**src/verilog/cpplr_pkg.sv**
```systemverilog
package cpplr_pkg;

    localparam int unsigned CPPLR_PORTS = 4;
    localparam int unsigned CPPLR_SEL_W = 2;

    // register indices on the management bus
    localparam logic [7:0] CPPLR_IDX_ROUTE = 8'h00;
    localparam logic [7:0] CPPLR_IDX_CTRL = 8'h03;
    localparam logic [7:0] CPPLR_IDX_STATUS = 8'h04;

    // control register fields
    localparam int unsigned CPPLR_KEEP_LSB = 0;
    localparam int unsigned CPPLR_SPARE_LSB = 4;
    localparam int unsigned CPPLR_MON_BIT = 6;
    localparam int unsigned CPPLR_SWON_BIT = 7;

    // reset values
    localparam logic [7:0] CPPLR_CTRL_RST = 8'h0f;
    localparam logic [7:0] CPPLR_ROUTE_RST = 8'h00;
    localparam logic [3:0] CPPLR_STATUS_RST = 4'h0;
    localparam logic [3:0] CPPLR_RSVD_READ = 4'h0;
    localparam logic [7:0] CPPLR_UNMAPPED_READ = 8'h00;

    // one register access from the bus protocol engine
    typedef struct packed {
        logic [7:0] addr;
        logic wr;
        logic rd;
        logic [7:0] wdata;
    } cpplr_req_t;

    // enables handed to the analog datapath
    typedef struct packed {
        logic power_up;
        logic monitor_on;
        logic [3:0] output_en;
        logic [3:0] input_en;
    } cpplr_pwr_t;

endpackage

```
**src/verilog/cpplr_regs.sv**
```systemverilog
// What this block does
// keep bits in control 3:0, reset to ones; a zero powers its output down
// keep bits only act while power pin or software power bit is high
// monitor enable in control bit 6, reset 0, turns on all input monitors
// with monitor enable set, trimming never disables an input or monitor
// software power bit in control bit 7, reset 0; zero asks power-down
// power-down only when software bit and power pin are both 0
// power-down stops all but monitors and bus slave, registers reachable
// monitor enable turns monitors on even in power-down
// in power-up, trimming powers down what the routing leaves unused
// output enabled only when routing needs it and its keep bit is 1
// input enabled when monitor enable is 1, or in power-up when routing needs it
// read-only status bits 3:0 report inputs 0..3, 1 valid, reset 0
// status bits 7:4 reserved, read-only, value undefined
// control at register index 3, status at index 4
// routing byte: two-bit selector per output, output 0 in 1:0, reset 00
// control bits 5:4 plain storage with no effect
`timescale 1ns/100ps
`default_nettype none

module cpplr_regs
    import cpplr_pkg::*;
#(
    parameter int unsigned PORTS = CPPLR_PORTS
)
(
    // clock and reset
    input wire logic clk,
    input wire logic sys_rst,
    input wire logic ce,
    // register access from the bus protocol engine
    input wire cpplr_pkg::cpplr_req_t reg_req,
    output logic [7:0] reg_rdata,
    output logic reg_rvalid,
    // pins and analog detectors
    input wire logic power_down_pin,
    input wire logic [3:0] signal_present,
    // enables to the datapath
    output cpplr_pkg::cpplr_pwr_t pwr
);
    import cpplr_pkg::*;

    // the routing byte only has room for four selectors
    if (PORTS != CPPLR_PORTS)
    begin
        $error("cpplr_regs serves exactly four ports");
    end

    ////////////////////////////////////////////////////////////////////////
    // inputs needed by the routing
    function automatic logic [3:0] needed_inputs(input logic [7:0] route);
        logic [3:0] hit;
        hit = 4'h0;
        for (int o = 0; o < CPPLR_PORTS; o++)
            hit[route[o*CPPLR_SEL_W +: CPPLR_SEL_W]] = 1'h1;
        return hit;
    endfunction

    ////////////////////////////////////////////////////////////////////////
    // pin synchronisers: both sources are asynchronous to clk
    logic pin_meta_r;
    logic pin_sync_r;
    logic [3:0] present_meta_r;
    logic [3:0] present_sync_r;

    always_ff @(posedge clk or posedge sys_rst)
    begin
        if (sys_rst)
        begin
            pin_meta_r <= 1'h0;
            pin_sync_r <= 1'h0;
            present_meta_r <= 4'h0;
            present_sync_r <= 4'h0;
        end
        else if (ce)
        begin
            pin_meta_r <= power_down_pin;
            pin_sync_r <= pin_meta_r;
            present_meta_r <= signal_present;
            present_sync_r <= present_meta_r;
        end
    end

    ////////////////////////////////////////////////////////////////////////
    // register decode
    logic [7:0] ctrl_r;
    logic [7:0] route_r;
    logic [3:0] status_r;
    logic [3:0] status_nxt;
    logic [7:0] reg_rdata_r;
    logic reg_rvalid_r;

    // index decode
    wire logic hit_ctrl = reg_req.addr == CPPLR_IDX_CTRL;
    wire logic hit_status = reg_req.addr == CPPLR_IDX_STATUS;
    wire logic hit_route = reg_req.addr == CPPLR_IDX_ROUTE;
    wire logic wr_ctrl = reg_req.wr && hit_ctrl;
    wire logic wr_route = reg_req.wr && hit_route;

    // reserved upper status bits read back as zero
    wire logic [7:0] status_word = {CPPLR_RSVD_READ, status_r};
    wire logic [7:0] rd_mux = hit_ctrl ? ctrl_r :
                              hit_status ? status_word :
                              hit_route ? route_r : CPPLR_UNMAPPED_READ;

    wire logic [3:0] keep_w = ctrl_r[CPPLR_KEEP_LSB +: 4];
    wire logic mon_w = ctrl_r[CPPLR_MON_BIT];
    wire logic swon_w = ctrl_r[CPPLR_SWON_BIT];

    ////////////////////////////////////////////////////////////////////////
    // power mode and trimming
    // pin or software bit
    wire logic power_up_w = pin_sync_r | swon_w;
    wire logic [3:0] in_need_w = needed_inputs(route_r);
    // every output carries a selector, so routing always drives all four
    wire logic [3:0] out_need_w = 4'hf;
    // keep bits gated by mode
    wire logic [3:0] oe_nxt = power_up_w ? (out_need_w & keep_w) : 4'h0;
    // monitors override trimming in either mode
    wire logic [3:0] ie_nxt = mon_w ? 4'hf :
                              (power_up_w ? in_need_w : 4'h0);

    ////////////////////////////////////////////////////////////////////////
    // registers; bus path runs regardless of power mode
    always_ff @(posedge clk or posedge sys_rst)
    begin
        if (sys_rst)
        begin
            // control reset
            ctrl_r <= CPPLR_CTRL_RST;
            // routing reset
            route_r <= CPPLR_ROUTE_RST;
            reg_rdata_r <= CPPLR_UNMAPPED_READ;
            reg_rvalid_r <= 1'h0;
        end
        else if (ce)
        begin
            if (wr_ctrl)
                ctrl_r <= reg_req.wdata;
            if (wr_route)
                route_r <= reg_req.wdata;
            reg_rvalid_r <= reg_req.rd;
            if (reg_req.rd)
                reg_rdata_r <= rd_mux;
        end
    end

    // an input reads valid only while its monitor is powered
    assign status_nxt = present_sync_r & pwr.input_en;

    always_ff @(posedge clk or posedge sys_rst)
    begin
        if (sys_rst)
        begin
            status_r <= CPPLR_STATUS_RST;
            pwr <= '0;
        end
        else if (ce)
        begin
            status_r <= status_nxt;
            pwr.power_up <= power_up_w;
            pwr.monitor_on <= mon_w;
            pwr.output_en <= oe_nxt;
            pwr.input_en <= ie_nxt;
        end
    end

    assign reg_rdata = reg_rdata_r;
    assign reg_rvalid = reg_rvalid_r;

    ////////////////////////////////////////////////////////////////////////
    // checks
    chk_keep_reset: assert property (@(posedge clk)
        $fell(sys_rst) |-> ctrl_r == CPPLR_CTRL_RST)
        else $error("control not at reset value");

    chk_down_outputs: assert property (@(posedge clk)
        disable iff (sys_rst)
        (ce && !pin_sync_r && !swon_w) |=> pwr.output_en == 4'h0)
        else $error("output on in power-down");

    chk_keep_gates: assert property (@(posedge clk)
        disable iff (sys_rst)
        (ce && power_up_w) |=> pwr.output_en == $past(keep_w))
        else $error("output enable does not follow keep bits");

    chk_monitor_all: assert property (@(posedge clk)
        disable iff (sys_rst)
        (ce && mon_w) |=> pwr.input_en == 4'hf)
        else $error("monitor enable left an input off");

    chk_trim_inputs: assert property (@(posedge clk)
        disable iff (sys_rst)
        (ce && !mon_w && power_up_w) |=> pwr.input_en == $past(in_need_w))
        else $error("trimming mismatch on inputs");

    chk_down_inputs: assert property (@(posedge clk)
        disable iff (sys_rst)
        (ce && !mon_w && !power_up_w) |=> pwr.input_en == 4'h0)
        else $error("input on in power-down without monitors");

    chk_mode_or: assert property (@(posedge clk)
        disable iff (sys_rst)
        (ce && $past(ce) && pin_sync_r) |=> pwr.power_up)
        else $error("power pin high but not powered up");

    chk_ctrl_write: assert property (@(posedge clk)
        disable iff (sys_rst)
        (ce && reg_req.wr && reg_req.addr == CPPLR_IDX_CTRL) |=>
            ctrl_r == $past(reg_req.wdata))
        else $error("control write lost");

    chk_status_read: assert property (@(posedge clk)
        disable iff (sys_rst)
        (ce && reg_req.rd && reg_req.addr == CPPLR_IDX_STATUS) |=>
            reg_rvalid && reg_rdata[7:4] == CPPLR_RSVD_READ &&
            reg_rdata[3:0] == $past(status_r))
        else $error("status read wrong");

    chk_status_valid: assert property (@(posedge clk)
        disable iff (sys_rst)
        (ce && $past(ce)) |-> ((status_r & ~$past(pwr.input_en)) == 4'h0))
        else $error("status valid on a powered-down input");

    cov_power_down: cover property (@(posedge clk) disable iff (sys_rst)
        $fell(pwr.power_up));
    cov_monitor_down: cover property (@(posedge clk) disable iff (sys_rst)
        pwr.monitor_on && !pwr.power_up && status_r != 4'h0);
    cov_trimmed: cover property (@(posedge clk) disable iff (sys_rst)
        pwr.power_up && !pwr.monitor_on && pwr.input_en != 4'hf);

endmodule

`default_nettype wire

```
**config.mk**
```make
export PLATFORM = sky130hd
export DESIGN_NAME = cpplr_regs
export DESIGN_NICKNAME = d
export VERILOG_FILES = /design/src/verilog/cpplr_pkg.sv /design/src/verilog/cpplr_regs.sv
export SDC_FILE = /design/constraint.sdc
export NUM_CORES = 1
export LEC_CHECK = 0
export BUFFER_PORTS_ARGS = -buffer_cell sky130_fd_sc_hd__buf_2
export CAP_MARGIN = 20
export CORE_MARGIN = 4
export CORE_UTILIZATION = 49
export DETAILED_ROUTE_END_ITERATION = 10
export PLACE_DENSITY = 0.77
export SETUP_SLACK_MARGIN = 0.15
export SKIP_CTS_REPAIR_TIMING = 1
export SLEW_MARGIN = 20
export SYNTH_ARGS = -nofsm -noshare
export SYNTH_HDL_FRONTEND = slang
export SYNTH_SLANG_ARGS = --single-unit
export TNS_END_PERCENT = 30
```
**constraint.sdc**
```tcl
create_clock -name clk -period 1.4 [get_ports clk]
set_input_delay 0.28 -clock clk [delete_from_list [all_inputs] [get_ports clk]]
set_output_delay 0.28 -clock clk [all_outputs]
set_load 0.01 [all_outputs]
```
==> results of run 1 <==
-- cells by family after synthesis --
group,after synthesis,share of synthesized area
flops,49,0.560
buf+inv,26,0.0489
mux,26,0.133
simple gates,46,0.133
compound gates,39,0.125
-- final timing paths --
path,start,depth (start not counted),slack (ps),endpoint
worst max-delay path,route_r[3],3,170,pwr[3]
min in group clk,signal_present[3],2,210,present_meta_r[3]
worst min register to register,reg_rdata[1],2,480,reg_rdata[1]
worst max register to register,route_r[3],3,170,pwr[3]
max in group asynchronous,sys_rst,3,880,route_r[0]
worst min-delay path,sys_rst,2,-20,pwr[7]
-- sequential cells by signal (all words and copies together) (netlist names), 4 cells and up --
signal          count
ctrl_r              8
reg_rdata           8
route_r             8
pwr                10
status_r            4
present_sync_r      4
present_meta_r      4
-- metrics by stage --
step / setup WS [ps] / setup TNS [ps] / power [W] / area (um2)
2_1_floorplan: 26.1 / 0 / 0.00174 / 2200
3_3_place_gp: -75.8 / -1100 / 0.00187 / 2550
3_5_place_dp: -131 / -1710 / 0.00188 / 2550
4_1_cts: 83.6 / 0 / 0.00277 / 2650
5_1_grt: 80.5 / 0 / 0.00287 / 2680
6_report: 172 / 0 / 0.00274 / 2680
-- metal layers --
layer  global-route usage  wire (um)  vias up
li1                     -          -      774
met1                0.237       2030      807
met2                0.277       2200       39
met3               0.0454        210        4
met4               0.0593         50        0
met5                    0          0        -
-- area by class of cell --
type / count / area (um2) / share of cell area
well taps: 52 / 65.1 / 0.0243
clock buffers: 7 / 96.3 / 0.0359
multi-input cells: 111 / 885 / 0.330
repair buffers: 55 / 328 / 0.122
clock inverters: 1 / 5.00 / 0.00187
inverters: 17 / 67.6 / 0.0252
flip-flops and latches: 49 / 1230 / 0.460
-- power breakdown --
part / switching [W] / internal, W / total (W)
clock: 0.000439 / 0.000447 / 0.000886
combinational: 0.000159 / 0.000143 / 0.000302
sequential: 0.0000548 / 0.00149 / 0.00155
-- synth_stat cells (2+ instances only) --
cell type and count:
sky130_fd_sc_hd__buf_4 2, sky130_fd_sc_hd__nand4_4 2, sky130_fd_sc_hd__o221ai_1 3, sky130_fd_sc_hd__o31ai_1 4, sky130_fd_sc_hd__nand2b_1 4, sky130_fd_sc_hd__nor2b_1 3
sky130_fd_sc_hd__clkbuf_1 5, sky130_fd_sc_hd__o21ai_0 13, sky130_fd_sc_hd__dfrtp_1 45, sky130_fd_sc_hd__inv_1 17, sky130_fd_sc_hd__a22oi_1 4, sky130_fd_sc_hd__dfstp_2 4
sky130_fd_sc_hd__nand2_1 15, sky130_fd_sc_hd__a211oi_1 3, sky130_fd_sc_hd__o22ai_1 2, sky130_fd_sc_hd__nor4b_1 3, sky130_fd_sc_hd__o41ai_1 4, sky130_fd_sc_hd__mux2_2 26
sky130_fd_sc_hd__nor2_1 6, sky130_fd_sc_hd__nand3_1 5
==> out/results.env, run 1 <==
PATH_MAX_FANOUT=6
WORST_HOLD_SLACK_PS=-15.7
CPLARGESTDELAYFAMILY='compound AO/OA/AOI/OAI gates'
DIE_AREA_UM2=5630
POWERDENSITY_nW_PER_UM2=1020
IO_PINS=45
NUM-FILL-CELLS=356
INSTANCES_NO_FILL=292
LARGEST_AREA_CONTRIBUTOR_IN_THE_SYNTHESIZED_NETLIST='sky130_fd_sc_hd__dfrtp_1'
NETLIST.AREA_LEADER.SHARE=0.512
SYNTH-ASYNC-RESET-RATIO=1.00
FMAX_MHz=814
DR.PASS1.ITERS=4
ROUTE.DETAILED.DRC=0
FLOORPLAN.CORE_AREA_UM2=4350
SYNTH-EDFF-COUNT=0
GLOBALPLACE.CONGESTION=0.900
CLOCK_PATH_BUFFERS=2
CRITPATHREQUIREDTIME_PS=1560
VIAS_PER_STD_CELL=5.56
FINISH.NET_COUNT=265
N_ANTENNA_CELL=0
PIN_COUNT_OF_THE_BIGGEST_NET_ENTERING_GLOBAL_ROUTING=33
SYNTHESIZED_NETLIST_CELL_COUNT=186
CTS_TREE='done'
CP_SLOWEST_STAGE_DELAY_PS=450
WORSTHOLDPATHTYPE='input port to asynchronous set/reset pin'
DIE_HEIGHT_UM=75
CP_DATA_ARRIVAL_TIME_PS=1380
ANTENNA_FOUND_INITIAL=0
CP.BUFFERS_INVERTERS=0
FAILED_CHECKS='hold timing'
CTS_BUF_COUNT=5
YS_TYPES=36
CP-START-KIND='flip-flop'
MAX_CAP_VIOLATIONS=0
LAYOUT.CELLS.MOST_COMMON='sky130_fd_sc_hd__buf_2'
YS_SEQ_ELEMENTS=49
DRT-INITIAL-DRC-COUNT=73
PLACEDCELLCOUNT=284
YS_SEQ_AREA_FRAC=0.560
H-TREE-DEPTH=2
STATUS='finished, violations left'
DIE-WIDTH_UM=75
GRT_FIRST_PASS_WIRELENGTH_MM=7.42
VIA_COUNT_OF_THE_FIRST_GLOBAL_ROUTING_PASS=1550
NUM_ROWS=24
INITIAL_UTILIZATION=0.505
NUM_VIAS=1624
CLOCK_LATENCY_PS=300
CP-END-KIND='flip-flop'
PATH_CLK_SLEW_PS=90
WORST_SLEW_MARGIN=0.662
TIMING_MAX_TRANSITION_VIOLATIONS_FINAL=0
CRIT_PATH_TOP_DELAY_CELL='sky130_fd_sc_hd__dfrtp_1'
MOSTFREQUENTLAYOUTCELLS='sky130_fd_sc_hd__buf_2 (44), sky130_fd_sc_hd__dfrtp_1 (43), sky130_fd_sc_hd__mux2_2 (26)'
CLK_SINKS=49
SYNTHFLOPTYPE='sky130_fd_sc_hd__dfrtp_1'
FINAL_LAYOUT_SIZE_SUFFIX_GT1_FRAC=0.433
TIMING_WORST_SETUP_PATH_TYPE='flip-flop to flip-flop'
POST_DETAIL_PLACE_HPWL_MM=3.48
YOSYSWARNINGCOUNT=0
POST-ROUTE-MIN-PERIOD_PS=1230
LEAKAGEPOWER_nW=1.27
REMAINING_GLOBAL_ROUTE_OVERFLOW=0
TIMING.FINAL.CRIT_SHARE=0.877
POWER.IR.VDD_WORST_mV=0.618
POST_SYNTH_INSTANCE_AREA_UM2=2200
DETAIL-ROUTE-ANTENNA-NETS=0
SYN2LAYOUT_AREA_GROWTH_PCT=21.8
GRT_SETUP_UNREPAIRED='yes'
ROUTED_WL_MM=4.49
GRT_UTIL_ALL_LAYERS=0.176
TIGHTEST_SLEW_PS=505
FINISH.UTILIZATION=0.616
SYN-MEAN-INSTANCE-AREA_UM2=11.8
CELLS_TRAVERSED_ALONG_THE_WORST_TIMING_PATH='a22o_1 -> a221oi_1 -> o221ai_1'
CTSROOTBUFFERMASTER='sky130_fd_sc_hd__clkbuf_8'
CLOCK-SKEW-FINAL_PS=6.68
REPORT.FINAL.SETUP_VIOL=0
POSTSYNTHNETCOUNT=212
HOLD_VIOL=13
NETLIST_TOP_CELLS_AREA='sky130_fd_sc_hd__dfrtp_1 (51%), sky130_fd_sc_hd__mux2_2 (13%), sky130_fd_sc_hd__dfstp_2 (4.8%), sky130_fd_sc_hd__o21ai_0 (3.0%), sky130_fd_sc_hd__inv_1 (2.9%)'
NUMPORTBUFFERS=44
WIRE_LENGTH_PER_CELL_AFTER_DETAILED_ROUTING_UM=15.4
Note: power is estimated with default switching activity, not from simulation.
==> inputs of run 2 (changes only) <==
--- a/config.mk
+++ b/config.mk
@@ -5,12 +5,12 @@
 export SDC_FILE = /design/constraint.sdc
 export NUM_CORES = 1
 export LEC_CHECK = 0
-export BUFFER_PORTS_ARGS = -buffer_cell sky130_fd_sc_hd__buf_2
 export CAP_MARGIN = 20
 export CORE_MARGIN = 4
-export CORE_UTILIZATION = 49
+export CORE_UTILIZATION = 40
 export DETAILED_ROUTE_END_ITERATION = 10
-export PLACE_DENSITY = 0.77
+export DONT_BUFFER_PORTS = 1
+export PLACE_DENSITY = 0.58
 export SETUP_SLACK_MARGIN = 0.15
 export SKIP_CTS_REPAIR_TIMING = 1
 export SLEW_MARGIN = 20
==> run 2 against run 1 <==
  * The run now ends clean
  * Sequential share of layout area is 3.7 points higher
  * Count of clock-buffer cells in the layout is 1 lower
  * Wire length is 3.4% higher
  * Core utilization is 14 points lower
  * Cell count is 8.9% lower
  * Global-route usage is 2.5 points lower
  * Maximum frequency is 1.8% lower
  * Final area is 7.4% lower
  * Die area is 20% higher
  * Sequential power hardly changed
  * Sequential cell count stayed put
==> out/results.env, run 2 (synthesis results as in run 1) <==
CLOCK_PATH_BUFFERS=2  # unchanged
TIMING.FINAL.CRIT_SHARE=0.893  # +0.0159
ROUTE.DETAILED.DRC=0  # unchanged
DIE_AREA_UM2=6750  # +20%
REMAINING_GLOBAL_ROUTE_OVERFLOW=0  # unchanged
CRITPATHREQUIREDTIME_PS=1590  # +30 ps
PIN_COUNT_OF_THE_BIGGEST_NET_ENTERING_GLOBAL_ROUTING=35  # +6.1%
CLOCK-SKEW-FINAL_PS=3.99  # -2.68 ps
DR.PASS1.ITERS=4  # unchanged
STATUS='completed'
FMAX_MHz=800  # -1.8%
VIAS_PER_STD_CELL=5.46  # -1.8%
CTSROOTBUFFERMASTER='sky130_fd_sc_hd__clkbuf_8'
MOSTFREQUENTLAYOUTCELLS='sky130_fd_sc_hd__dfrtp_1 (43), sky130_fd_sc_hd__mux2_2 (26), sky130_fd_sc_hd__inv_1 (16)'
GRT_SETUP_UNREPAIRED='yes'
WORST_HOLD_SLACK_PS=88.3  # +104 ps
GRT_FIRST_PASS_WIRELENGTH_MM=7.60  # +2.4%
ROUTED_WL_MM=4.65  # +3.4%
SYN2LAYOUT_AREA_GROWTH_PCT=12.8
LAYOUT.CELLS.MOST_COMMON='sky130_fd_sc_hd__dfrtp_1'
CLOCK_LATENCY_PS=300  # about the same
GLOBALPLACE.CONGESTION=0.803  # -11%
MAX_FLOP_REGISTER='pwr'
WORSTHOLDPATHTYPE='input port to flip-flop'
POWER.IR.VDD_WORST_mV=0.767  # +24%
DIE_HEIGHT_UM=82.2  # +9.5%
FLOORPLAN.CORE_AREA_UM2=5200  # +20%
POST-ROUTE-MIN-PERIOD_PS=1250  # +22.3 ps
DIE-WIDTH_UM=82.2  # +9.5%
FINISH.NET_COUNT=221  # -17%
PATH_MAX_FANOUT=5  # -1
FINAL_LAYOUT_SIZE_SUFFIX_GT1_FRAC=0.291  # -0.143
H-TREE-DEPTH=2  # unchanged
DETAIL-ROUTE-ANTENNA-NETS=0  # unchanged
CTS_TREE='done'
IO_PINS=45  # unchanged
MAX_CAP_VIOLATIONS=0  # unchanged
INITIAL_UTILIZATION=0.423  # -0.0826
DRT-INITIAL-DRC-COUNT=86  # +18%
STARTPOINT='route_r[1]'
CLK_SINKS=49  # unchanged
REPORT.FINAL.SETUP_VIOL=0  # unchanged
NUM-FILL-CELLS=485  # +36%
CP_DATA_ARRIVAL_TIME_PS=1440  # +60 ps
NUM_VIAS=1453  # -11%
CP-END-KIND='flip-flop'
NUM_ROWS=26  # +8.3%
TIMING_WORST_SETUP_PATH_TYPE='flip-flop to flip-flop'
POWERDENSITY_nW_PER_UM2=1130  # +11%
ANTENNA_FOUND_INITIAL=0  # unchanged
WORST_SLEW_MARGIN=0.696  # +0.0341
FINALSETUPTNS_PS=0  # unchanged
LARGEST_REGISTER_FFS=10  # unchanged
CP-START-KIND='flip-flop'
NUMPORTBUFFERS=0  # -100%
PLACEMENT.SETUP.WORST_SLACK_PS=16.0  # +147 ps
FINAL.SETUP.WORST_SLACK_PS=149  # -22.3 ps
CTS_BUF_COUNT=5  # unchanged
TIGHTEST_SLEW_PS=455  # -50.3 ps
GRT_UTIL_ALL_LAYERS=0.150  # -0.0252
STARTPOINT_OF_THE_WORST_SLACK_REG_TO_REG_TIMING_PATH='route_r[1]'
N_ANTENNA_CELL=0  # unchanged
TOTAL_POWER_W=0.00280  # +2.4%
VIA_COUNT_OF_THE_FIRST_GLOBAL_ROUTING_PASS=1485  # -4.2%
LEAKAGEPOWER_nW=1.06  # -16%
HOLD_VIOL=0  # -13
POST_DETAIL_PLACE_HPWL_MM=3.57  # +2.5%
PATH_CLK_SLEW_PS=90  # about the same
TIMING_MAX_TRANSITION_VIOLATIONS_FINAL=0  # unchanged
HOLD_START='ce'
WIRE_LENGTH_PER_CELL_AFTER_DETAILED_ROUTING_UM=17.5  # +14%
[run 2: cell count changes in the layout (fill, tap and decap cells not counted), sizes merged]
cell,before,now
buf,55,10
bufinv,0,1
dlygate4sd3,0,1
clkinv,1,0
clkbuf,7,6
clkinvlp,1,2
[run 2: final timing paths]
check / end / slack [ps] / depth (start not counted)
worst max register to register: reg_rdata[1] / 150 / 4
worst min-delay path: status_r[0] / 90 / 1
worst max-delay path: reg_rdata[1] / 150 / 4
min in group asynchronous: pwr[7] / 470 / 2
max in group asynchronous: ctrl_r[3] / 410 / 3
worst min register to register: present_meta_r[3] / 510 / 1
[run 2: area by class of cell]
type | instances | area, um2 | area share
sequential | 49 | 1230 | 0.497
timing repair buffer | 11 | 97.6 | 0.0393
inverter | 17 | 67.6 | 0.0272
clock buffer | 6 | 82.6 | 0.0333
tap | 70 | 87.6 | 0.0353
clock inverter | 2 | 37.5 | 0.0151
multi-input combinational | 111 | 875 | 0.352
[run 2: layer usage]
metal	wire, um	track usage
met4	80	0.0565
met5	0	0
met3	286	0.0510
met1	2010	0.188
met2	2270	0.241
[run 2: where the power goes]
| part | internal, W | switching, W |
|---|---|---|
| Clock | 0.000581 | 0.000461 |
| Combinational | 0.0000977 | 0.000102 |
| Sequential | 0.00149 | 0.0000662 |
| Total | 0.00217 | 0.000629 |
[run 2: worst max-delay path, cell delays in order, from the launching register on]
cell and delay, ps:
sky130_fd_sc_hd__dfrtp_1 350, sky130_fd_sc_hd__buf_4 140, sky130_fd_sc_hd__nor4b_1 260, sky130_fd_sc_hd__a211oi_1 110, sky130_fd_sc_hd__o41ai_1 310
[run 2: stage by stage]
stage / util / instances / cell area, um2
finish: 0.477 / 266 / 2480
global placement: 0.449 / 257 / 2330
CTS: 0.472 / 265 / 2450
detailed placement: 0.449 / 257 / 2330
floorplan: - / 186 / 2200
global route: 0.477 / 266 / 2480
